## config.mk

```make
export PLATFORM = sky130hd
export DESIGN_NAME = pfs_flags
export DESIGN_NICKNAME = d
export VERILOG_FILES = /design/src/rtl/pfs_pkg.sv /design/src/rtl/pfs_flags.sv
export SDC_FILE = /design/constraint.sdc
export NUM_CORES = 1
export LEC_CHECK = 0
export ABC_AREA = 1
export ABC_CLOCK_PERIOD_IN_PS = 3480
export BUFFER_PORTS_ARGS = -buffer_cell sky130_fd_sc_hd__buf_2
export CELL_PAD_IN_SITES_DETAIL_PLACEMENT = 1
export CELL_PAD_IN_SITES_GLOBAL_PLACEMENT = 1
export CORE_UTILIZATION = 41
export DETAILED_ROUTE_END_ITERATION = 16
export HOLD_SLACK_MARGIN = 0.02
export PLACE_DENSITY_LB_ADDON = 0.1
export REMOVE_ABC_BUFFERS = 1
export SYNTH_ARGS = -nofsm -noshare
export SYNTH_HDL_FRONTEND = slang
export SYNTH_SLANG_ARGS = --single-unit
export TNS_END_PERCENT = 100
```

## constraint.sdc

```tcl
create_clock -name clk_sys_in -period 3.48 [get_ports clk_sys_in]
set_input_delay 0.174 -clock clk_sys_in [delete_from_list [all_inputs] [get_ports clk_sys_in]]
set_output_delay 0.174 -clock clk_sys_in [all_outputs]
set_load 0.01 [all_outputs]
```

## src/rtl/pfs_pkg.sv

```systemverilog
package pfs_pkg;
    // register port
    localparam int unsigned ADDR_W = 4;
    localparam int unsigned DATA_W = 32;
    localparam logic [3:0] OFS_FAULT = 4'h0;
    localparam logic [3:0] OFS_INT_STATUS = 4'h4;
    localparam logic [3:0] OFS_INT_CLEAR = 4'h8;
    localparam logic [3:0] OFS_INT_ENABLE = 4'hC;
    // fault flag field positions
    localparam int unsigned BIT_RAIL = 0;
    localparam int unsigned BIT_LINK = 1;
    localparam int unsigned BIT_ILIM = 2;
    localparam int unsigned BIT_SHOOT = 3;
    localparam int unsigned NUM_FLAGS = 4;
    localparam logic [3:0] RST_FLAGS = 4'h0;
    localparam logic [3:0] RST_INT_ENABLE = 4'h0;
    // serial frame layout
    localparam int unsigned WORD_BITS = 16;
    localparam int unsigned WRITE_FRAME_BITS = 32;
    localparam int unsigned CMD_WRITE_BIT = 15;
    localparam int unsigned CMD_ADDR_HI = 14;
    localparam int unsigned CMD_ADDR_LO = 8;
    localparam logic [6:0] SEC_STATUS_ADDR = 7'h05;
    localparam logic [7:0] CRC_POLY = 8'h07;
    localparam logic [7:0] CRC_INIT = 8'hFF;
    localparam int unsigned CNT_W = 8;
endpackage

```

## src/rtl/pfs_flags.sv

```systemverilog
// Local design decisions: strobed register access and the register addresses.
`timescale 1ns/1ps
// Contract
// - current-limit flag reads 1 while regulator current limit is engaged, else 0
// - link flag sets when a chip-select frame ends on a zero or non-multiple-of-16 clock count
// - link flag sets when the write check code mismatches the computed code
// - link flag holds until a valid command, then a secondary status read
// - internal rail flag sets on any primary rail over- or under-voltage
module pfs_flags
    import pfs_pkg::*;
#(
    parameter int unsigned NUM_RAILS = 4
) (
    input wire logic clk_sys_in,
    input wire logic rstn_in,
    input wire logic [pfs_pkg::ADDR_W-1:0] reg_addr_in,
    input wire logic [pfs_pkg::DATA_W-1:0] reg_wdata_in,
    input wire logic reg_wr_in,
    input wire logic reg_rd_in,
    output logic [pfs_pkg::DATA_W-1:0] reg_rdata_out,
    input wire logic link_sclk_in,
    input wire logic link_cs_n_in,
    input wire logic link_mosi_in,
    input wire logic ilimit_active_in,
    input wire logic [NUM_RAILS-1:0] rail_ov_in,
    input wire logic [NUM_RAILS-1:0] rail_uv_in,
    input wire logic shoot_through_in,
    output logic [pfs_pkg::NUM_FLAGS-1:0] fault_flags_out,
    output logic irq_out
);
    import pfs_pkg::*;

    if (NUM_RAILS < 1) begin : g_chk_rails
        $error("NUM_RAILS must be at least 1");
    end
    if (NUM_FLAGS != 4) begin : g_chk_flags
        $error("flag layout holds exactly four flags");
    end
    if (WORD_BITS != 16) begin : g_chk_word
        $error("length check assumes sixteen-bit words");
    end
    if ((1 << CNT_W) <= WRITE_FRAME_BITS) begin : g_chk_cnt
        $error("bit counter too narrow for a write frame");
    end
    if (DATA_W < NUM_FLAGS) begin : g_chk_data
        $error("register word narrower than the flag set");
    end
    if (ADDR_W < 4) begin : g_chk_addr
        $error("register address too narrow for the offsets");
    end

    // reset release
    logic rst_s1_r;
    logic rstn_r;
    always_ff @(posedge clk_sys_in or negedge rstn_in) begin
        if (!rstn_in) begin
            rst_s1_r <= 1'b0;
            rstn_r <= 1'b0;
        end else begin
            rst_s1_r <= 1'b1;
            rstn_r <= rst_s1_r;
        end
    end

    // input synchronisers
    localparam int unsigned SYN_W = 4 + 2 * NUM_RAILS;
    logic [SYN_W-1:0] syn1_r;
    logic [SYN_W-1:0] syn2_r;
    always_ff @(posedge clk_sys_in or negedge rstn_r) begin
        if (!rstn_r) begin
            syn1_r <= {{(SYN_W-2){1'b0}}, 2'b10};
            syn2_r <= {{(SYN_W-2){1'b0}}, 2'b10};
        end else begin
            syn1_r <= {rail_uv_in, rail_ov_in, shoot_through_in, ilimit_active_in,
                       link_cs_n_in, link_sclk_in};
            syn2_r <= syn1_r;
        end
    end

    logic sclk_s;
    logic cs_n_s;
    logic mosi_s;
    logic ilim_s;
    logic shoot_s;
    logic rail_any_s;
    assign sclk_s = syn2_r[0];
    assign cs_n_s = syn2_r[1];
    assign ilim_s = syn2_r[2];
    assign shoot_s = syn2_r[3];
    assign rail_any_s = |syn2_r[SYN_W-1:4];

    logic mosi1_r;
    logic mosi2_r;
    always_ff @(posedge clk_sys_in or negedge rstn_r) begin
        if (!rstn_r) begin
            mosi1_r <= 1'b0;
            mosi2_r <= 1'b0;
        end else begin
            mosi1_r <= link_mosi_in;
            mosi2_r <= mosi1_r;
        end
    end
    assign mosi_s = mosi2_r;

    // link edge detection
    logic sclk_prev_r;
    logic cs_n_prev_r;
    always_ff @(posedge clk_sys_in or negedge rstn_r) begin
        if (!rstn_r) begin
            sclk_prev_r <= 1'b0;
            cs_n_prev_r <= 1'b1;
        end else begin
            sclk_prev_r <= sclk_s;
            cs_n_prev_r <= cs_n_s;
        end
    end

    logic bit_take;
    logic frame_start;
    logic frame_end;
    assign bit_take = !cs_n_s && sclk_s && !sclk_prev_r;
    assign frame_start = !cs_n_s && cs_n_prev_r;
    assign frame_end = cs_n_s && !cs_n_prev_r;

    // frame receiver: bit count, command word, check code
    logic [CNT_W-1:0] cnt_r;
    logic [WORD_BITS-1:0] shift_r;
    logic [WORD_BITS-1:0] cmd_r;
    logic [7:0] crc_r;
    logic [7:0] crc_nxt;
    logic crc_fb;

    assign crc_fb = crc_r[7] ^ mosi_s;
    assign crc_nxt = {crc_r[6:0], 1'b0} ^ (crc_fb ? CRC_POLY : 8'h00);

    always_ff @(posedge clk_sys_in or negedge rstn_r) begin
        if (!rstn_r) begin
            cnt_r <= '0;
            shift_r <= '0;
            cmd_r <= '0;
            crc_r <= CRC_INIT;
        end else if (frame_start) begin
            cnt_r <= '0;
            crc_r <= CRC_INIT;
        end else if (bit_take) begin
            if (cnt_r != {CNT_W{1'b1}}) begin
                cnt_r <= cnt_r + 1'b1;
            end
            shift_r <= {shift_r[WORD_BITS-2:0], mosi_s};
            if (cnt_r < CNT_W'(WORD_BITS)) begin
                crc_r <= crc_nxt;
            end
            if (cnt_r == CNT_W'(WORD_BITS - 1)) begin
                cmd_r <= {shift_r[WORD_BITS-2:0], mosi_s};
            end
        end
    end

    // frame judgement at chip-select release
    logic len_ok;
    logic is_write;
    logic crc_ok;
    logic frame_ok;
    logic frame_bad;
    logic sec_read;
    assign len_ok = (cnt_r[3:0] == 4'h0) && (cnt_r != '0);
    assign is_write = cmd_r[CMD_WRITE_BIT];
    assign crc_ok = (cnt_r == CNT_W'(WRITE_FRAME_BITS)) && (shift_r[7:0] == crc_r);
    assign frame_ok = len_ok && (!is_write || crc_ok);
    assign frame_bad = frame_end && !frame_ok;
    assign sec_read = !is_write && (cmd_r[CMD_ADDR_HI:CMD_ADDR_LO] == SEC_STATUS_ADDR);

    // link fault flag with two-step clearing
    typedef enum logic [2:0] {
        LNK_CLEAN = 3'h1,
        LNK_FAULT = 3'h2,
        LNK_ARMED = 3'h4
    } pfs_link_state_t;
    pfs_link_state_t link_state_r;
    logic link_flag;
    assign link_flag = (link_state_r != LNK_CLEAN);
    always_ff @(posedge clk_sys_in or negedge rstn_r) begin
        if (!rstn_r) begin
            link_state_r <= LNK_CLEAN;
        end else if (frame_end) begin
            case (link_state_r)
                LNK_CLEAN: begin
                    if (frame_bad) begin
                        link_state_r <= LNK_FAULT;
                    end
                end
                LNK_FAULT: begin
                    if (!frame_bad) begin
                        link_state_r <= LNK_ARMED;
                    end
                end
                LNK_ARMED: begin
                    if (frame_bad) begin
                        link_state_r <= LNK_FAULT;
                    end else if (sec_read) begin
                        link_state_r <= LNK_CLEAN;
                    end
                end
                default: begin
                    link_state_r <= LNK_FAULT;
                end
            endcase
        end
    end

    // fault flags, no software write path
    logic [NUM_FLAGS-1:0] flags_nxt;
    always_comb begin
        flags_nxt = RST_FLAGS;
        flags_nxt[BIT_RAIL] = rail_any_s;
        flags_nxt[BIT_LINK] = link_flag;
        flags_nxt[BIT_ILIM] = ilim_s;
        flags_nxt[BIT_SHOOT] = shoot_s;
    end

    logic [NUM_FLAGS-1:0] flags_r;
    always_ff @(posedge clk_sys_in or negedge rstn_r) begin
        if (!rstn_r) begin
            flags_r <= RST_FLAGS;
        end else begin
            flags_r <= flags_nxt;
        end
    end
    assign fault_flags_out = flags_r;

    // interrupt status, clear and enable
    logic wr_clear;
    logic wr_enable;
    assign wr_clear = reg_wr_in && (reg_addr_in == OFS_INT_CLEAR);
    assign wr_enable = reg_wr_in && (reg_addr_in == OFS_INT_ENABLE);

    logic [NUM_FLAGS-1:0] flags_prev_r;
    logic [NUM_FLAGS-1:0] int_status_r;
    logic [NUM_FLAGS-1:0] int_enable_r;
    logic [NUM_FLAGS-1:0] rise;
    assign rise = flags_r & ~flags_prev_r;

    always_ff @(posedge clk_sys_in or negedge rstn_r) begin
        if (!rstn_r) begin
            flags_prev_r <= RST_FLAGS;
        end else begin
            flags_prev_r <= flags_r;
        end
    end

    genvar gi;
    generate
        for (gi = 0; gi < NUM_FLAGS; gi++) begin : g_int
            always_ff @(posedge clk_sys_in or negedge rstn_r) begin
                if (!rstn_r) begin
                    int_status_r[gi] <= 1'b0;
                end else if (rise[gi]) begin
                    int_status_r[gi] <= 1'b1;
                end else if (wr_clear && reg_wdata_in[gi]) begin
                    int_status_r[gi] <= 1'b0;
                end
            end
        end
    endgenerate

    always_ff @(posedge clk_sys_in or negedge rstn_r) begin
        if (!rstn_r) begin
            int_enable_r <= RST_INT_ENABLE;
        end else if (wr_enable) begin
            int_enable_r <= reg_wdata_in[NUM_FLAGS-1:0];
        end
    end

    always_ff @(posedge clk_sys_in or negedge rstn_r) begin
        if (!rstn_r) begin
            irq_out <= 1'b0;
        end else begin
            irq_out <= |(int_status_r & int_enable_r);
        end
    end

    // register read port, data one cycle after the strobe
    logic [DATA_W-1:0] rdata_nxt;
    always_comb begin
        rdata_nxt = '0;
        if (reg_addr_in == OFS_FAULT) begin
            rdata_nxt[NUM_FLAGS-1:0] = flags_r;
        end else if (reg_addr_in == OFS_INT_STATUS) begin
            rdata_nxt[NUM_FLAGS-1:0] = int_status_r;
        end else if (reg_addr_in == OFS_INT_ENABLE) begin
            rdata_nxt[NUM_FLAGS-1:0] = int_enable_r;
        end
    end

    always_ff @(posedge clk_sys_in or negedge rstn_r) begin
        if (!rstn_r) begin
            reg_rdata_out <= '0;
        end else if (reg_rd_in) begin
            reg_rdata_out <= rdata_nxt;
        end else begin
            reg_rdata_out <= '0;
        end
    end
endmodule

```

==> flow_summary.toml, run 1 <==
[outcome]
outcome = "finished, final reports clean"

[power]
power.density_nw_per_um2 = 526
ir_drop_v = 0.000250
p_leak_nw = 2.12

[run]
drv_cap = 0

[clock_network]
cts_setup_buffers = 0
cts.reportedPaths.clkPinSlew_ps = 110
postCtsHoldBufs = 14
cts_resized = 0
clkLatencyLatePin_ps = 370
clockBufferDepth = 2
cts_tree = "done"
cts_htree_levels = 3
clkSinkCount = 93
clockRootBuffer = "clkbuf_8"
cts_buffers = 9

[global_routing]
grt_max_degree = 35
grt_pass1_wl_mm = 12.5
grt_overflow = 0
grt_usage_pct = 16.1
grt_antenna_before_repair = 0
grt_pass1_vias = 2740

[final_layout]
design_area_um2 = 4410
finalNetCount = 493
fin_cells = 554
drive_above_1_share_pct = 20.1
area_delta_synth_final_pct = 13.9
diodes = 0

[yosys]
yosys-top-cells-count = "dfrtp_1, nand2_1, inv_1, o21ai_0, buf_4"
ys_warn_count = 0
synth_top_area_share_pct = 52.3
yosys.area.top_type = "dfrtp_1"
ys_types = 32
yosysSeqAreaShare_pct = 60.5
yosysMostFrequentCell = "dfrtp_1"
synth_area_um2 = 3870
synth_edf_count = 0
yosys-top-cells-area = "dfrtp_1, dfstp_2, nand2_1"
ys_async_sr_fraction_pct = 100
synth_ff_type = "dfrtp_1"
syn-mean-instance-area_um2 = 10.1
synthCells = 384
ys_seq_elements = 93

[floorplan]
start_util_pct = 42.1
design.core.area_um2 = 9200
fp-row-count = 35
fp.dieW_um = 99.2
boundaryPins = 90
dieArea_um2 = 9840
die_h_um = 99.2

[worst_setup_path]
crit_path_start_kind = "flop"
crit_type = "flop to flop"
cp_max_fo = 13
cp_data_arrival_time_ps = 2040
endpoint = "crc_r[5]"
crit_start = "syn2_r[1]"
r2r-start = "syn2_r[1]"
required_ps = 3770
end_kind = "flop"
r2r_slack_ps = 1740
r2r_cells = 5
worstReg2RegEnd = "crc_r[5]"

[timing]
fmax_mhz = 573
worstMarginPinSlew_ps = 516
hold_viol = 0
final.period_utilization_pct = 50.1
fin_skew_ps = 19.9
rsz0062_at_grt = "false"
slew_headroom_pct = 65.3
setup_tns_ps = 0
final-max-slew-violation-count = 0
period_minus_slack_ps = 1740
setup_violations = 0

[place]
numPortBuffers = 33
dp_hpwl_mm = 4.99
placed_area_um2 = 4060
placedCellCount = 524
place.gp.congestion = 0.748

[hold_path]
hp-class = "input pin to flop"

[drt]
drc = 0
first_pass_iters = 4
wirelength_mm = 7.11
viasPerCell = 4.70
wl_per_cell_um = 12.8
vias = 2603
first_iter_violations = 55
drtAntennaViolNets = 0
## through the flow
| step | setup WS, ps | hold WS, ps | util (%) | total power [mW] |
|---|---|---|---|---|
| finish | 1740 | 71.3 | 48.0 | 2.32 |
| global route | 1590 | 79.3 | 48.0 | 2.46 |
| CTS | 1730 | 53.4 | 48.0 | 2.36 |
| detailed placement | 1740 | -34.3 | 44.2 | 1.60 |
| global placement | 1780 | -39.2 | 44.2 | 1.59 |
| floorplan | 719 | -122 | - | 1.51 |
## power breakdown
part           leakage (nW)  switching [mW]  internal, mW
registers              1.12          0.0752          1.20
logic                 0.891           0.186         0.121
clock network         0.106           0.441         0.292
## layer usage
| layer | share of wire [%] | vias to the layer above | GRT usage, % | wire length, µm |
|---|---|---|---|---|
| li1 | - | 1273 | - | - |
| met1 | 47 | 1278 | 20.1 | 3310 |
| met2 | 49 | 45 | 27.6 | 3510 |
| met3 | 3.0 | 7 | 4.29 | 215 |
| met4 | 0.91 | 0 | 4.75 | 65 |
| met5 | 0 | - | 0 | 0 |
## final cells by class
cell class	count	area, µm²
Clock buffer	9	124
Sequential cell	93	2350
Inverter	59	221
Clock inverter	7	83.8
Multi-Input combinational cell	225	1170
Tap cell	111	139
Timing Repair Buffer	50	328
Fill cell	1058	4790
## worst min path at each step
stage | end | depth (start not counted) | slack [ps] | start
after detailed placement | rstn_r | 1 | -30 | rstn_in
final | int_enable_r[3] | 3 | 70 | reg_wdata_in[3]
after global placement | rst_s1_r | 1 | -40 | rstn_in
after global routing | int_enable_r[3] | 3 | 80 | reg_wdata_in[3]
after floorplan | rst_s1_r | 0 | -120 | rstn_in
after CTS | int_enable_r[3] | 3 | 50 | reg_wdata_in[3]
## placed cells by master (no fill, tap or decap), types with 8 or more instances in the layout
cell type | synthesis | final
dfrtp_1 | 81 | 80
nand2_1 | 62 | 62
inv_1 | 56 | 56
o21ai_0 | 35 | 35
buf_2 | 2 | 33
conb_1 | 2 | 29
nor2_1 | 16 | 16
dlygate4sd3_1 | 0 | 14
a21oi_1 | 12 | 12
dfstp_2 | 12 | 12
nand3_1 | 9 | 9
o21ai_2 | 9 | 9
clkbuf_8 | 0 | 9
o21ai_1 | 8 | 8
## sequential cells by signal (all words and copies together) (netlist names), 3 cells and up
register         cells
shift_r             15
syn1_r              12
syn2_r              12
cmd_r                8
cnt_r                8
crc_r                8
fault_flags_out      4
flags_prev_r         4
int_enable_r         4
int_status_r         4
reg_rdata_out        4
link_state_r         3
## critical path: stages (launching register included)
cell and delay, ps:
dfstp_2 600, inv_1 70, nand2_1 380, nand2_1 350, o21ai_1 190, o21ai_1 90
## cells by family (layout without fill, tap and decap cells)
family	Yosys count	count (layout)	synth area share, %
xor+xnor	7	7	1.58
mux	1	1	0.291
buf+inv	93	125	12.0
fa+ha+maj	2	2	0.646
simple gates	114	114	14.1
other cells	2	29	0.194
flops	93	93	60.5
compound gates	72	72	10.7
Power figures use the tool's default switching activity.
==> inputs of run 2 (changes only) <==
- ABC_CLOCK_PERIOD_IN_PS: 3480 -> 1690
- clock period: 3.48 -> 1.69 ns (I/O delays scaled with it)
==> run 2 against run 1 <==
- core utilization increased by 1.9 points
- sequential share of layout area decreased by 2.1 points
- sequential cell count did not move
- wire length up 2.9%
- clock power rose by 100%
- sequential power grew 110%
- setup slack worse by 1600 ps
- largest power group unchanged
==> flow_summary.toml, run 2 (synthesized netlist as in run 1, its figures left out) <==
[outcome]
outcome = "finished, final reports clean"

[clock_network]
clkSinkCount = 93
cts.reportedPaths.clkPinSlew_ps = 110
clockBufferDepth = 2
cts_buffers = 9
clockRootBuffer = "clkbuf_8"
cts_htree_levels = 3
clkLatencyLatePin_ps = 370
cts_tree = "done"

[final_layout]
largest_register_ffs = 15
finalNetCount = 506
final_common_cell = "dfrtp_1"
area_delta_synth_final_pct = 18.5
mostFrequentLayoutCells = "dfrtp_1, nand2_1, inv_1"
reg_top3 = "shift_r x15, syn1_r x12, syn2_r x12"
diodes = 0
final_util_pct = 49.9
largest-register = "shift_r"
drive_above_1_share_pct = 23.0

[hold_path]
whs_path_depth = 4
hp-class = "input pin to flop"

[floorplan]
die_h_um = 99.2
fp-row-count = 35
start_util_pct = 42.1
design.core.area_um2 = 9200
boundaryPins = 90
fp.dieW_um = 99.2
dieArea_um2 = 9840

[timing]
fin_skew_ps = 14.0
postLayoutSetupSlackWorst_ps = 90.1
rsz0062_at_grt = "true"
final-max-slew-violation-count = 0
period_minus_slack_ps = 1600
final.period_utilization_pct = 94.7
worstMarginPinSlew_ps = 590
slew_headroom_pct = 60.3
hold_viol = 0
setup_tns_ps = 0
setup_violations = 0
fmax_mhz = 625

[worst_setup_path]
slowest_delay_ps = 570
crit_start = "crc_r[1]"
cp_max_fo = 4
critPathTopFamily = "simple AND/OR/NAND/NOR gates"
end_kind = "flop"
r2r_slack_ps = 90
endpoint = "link_state_r[0]"
crit_path_start_kind = "flop"
r2r_cells = 11
cp.depth = 11
cp_cell_sequence = "xnor2_2 > nand2_1 > nor2_2 > nand3_1 > nand2_1 > nand2_2 > nand2_4 > nand3_4 > nand3_4 > nand2_2 > nand2_2"
crit_type = "flop to flop"
cp_slowest_cell = "dfstp_2"
cp_data_arrival_time_ps = 1910
required_ps = 2000
path_buf_inv = 0
path_common_cell = "nand2_2"
worstReg2RegEnd = "link_state_r[0]"
r2r-start = "crc_r[1]"

[global_routing]
grt_pass1_wl_mm = 12.6
grt_usage_pct = 16.5
grt_max_degree = 38
grt_pass1_vias = 2726
grt_antenna_before_repair = 0
grt_overflow = 0

[place]
dp_hpwl_mm = 5.17
place.gp.congestion = 0.737
numPortBuffers = 33
place_ws_ps = 43.5

[drt]
wirelength_mm = 7.31
first_pass_iters = 6
vias = 2637
drc = 0
viasPerCell = 4.65
first_iter_violations = 57
drtAntennaViolNets = 0
wl_per_cell_um = 12.9

[power]
power.density_nw_per_um2 = 1050
ir_drop_v = 0.000410
p_leak_nw = 2.19

[run]
drv_cap = 0
## run 2: cell types whose count changed in the layout (fill, tap and decap cells not counted), sizes merged
| cell | change |
|---|---|
| clkinv | -2 |
| inv | +1 |
| clkinvlp | +1 |
| dlygate4sd3 | +6 |
| buf | +7 |
## run 2: final cells by class
cell class | count | area [µm²]
Clock buffer | 9 | 124
Clock inverter | 7 | 70.1
Fill cell | 1048 | 4610
Inverter | 59 | 221
Multi-Input combinational cell | 225 | 1220
Sequential cell | 93 | 2350
Tap cell | 111 | 139
Timing Repair Buffer | 63 | 465
## run 2: metal layers
layer  share of wire, %  global-route usage, %  vias to the layer above
met5                  0                      0                        -
met2                 47                   25.9                       46
met4               0.93                   5.43                        0
met3                3.2                   4.43                        6
met1                 49                   22.2                     1280
li1                   -                      -                     1305
## run 2: through the flow
step / hold WS [ps] / cell area (µm²) / cells / total power [mW]
2_1_floorplan: -211 / 3730 / 377 / 3.11
3_3_place_gp: -129 / 4140 / 531 / 3.29
3_5_place_dp: -128 / 4140 / 531 / 3.32
4_1_cts: 121 / 4530 / 567 / 4.86
5_1_grt: 154 / 4590 / 567 / 5.11
6_report: 147 / 4590 / 567 / 4.82
## run 2: worst min-delay path by stage
stage                   start          endpoint  slack [ps]
6_report       reg_addr_in[2]  reg_rdata_out[3]         150
4_1_cts        reg_addr_in[2]  reg_rdata_out[3]         120
5_1_grt        reg_addr_in[2]  reg_rdata_out[3]         150
2_1_floorplan         rstn_in          rst_s1_r        -210
3_5_place_dp          rstn_in          rst_s1_r        -130
3_3_place_gp          rstn_in          rst_s1_r        -130
## run 2: repair_timing
item	CTS	global route
endpoints found under the setup margin	0	10
hold buffers	20	0
endpoints found under the hold margin	22	0
gates resized for setup	0	13
buffers inserted	0	0
## run 2: worst register-to-register path, delay by kind of cell (launching register included)
kind	cells	cell delay, ps
and+or+nand+nor	10	860
xor gates and xnor gates	1	120
DFF	1	570
## run 2: power breakdown
part | switching (mW) | internal (mW)
logic | 0.408 | 0.290
registers | 0.163 | 2.48
clock network | 0.891 | 0.587
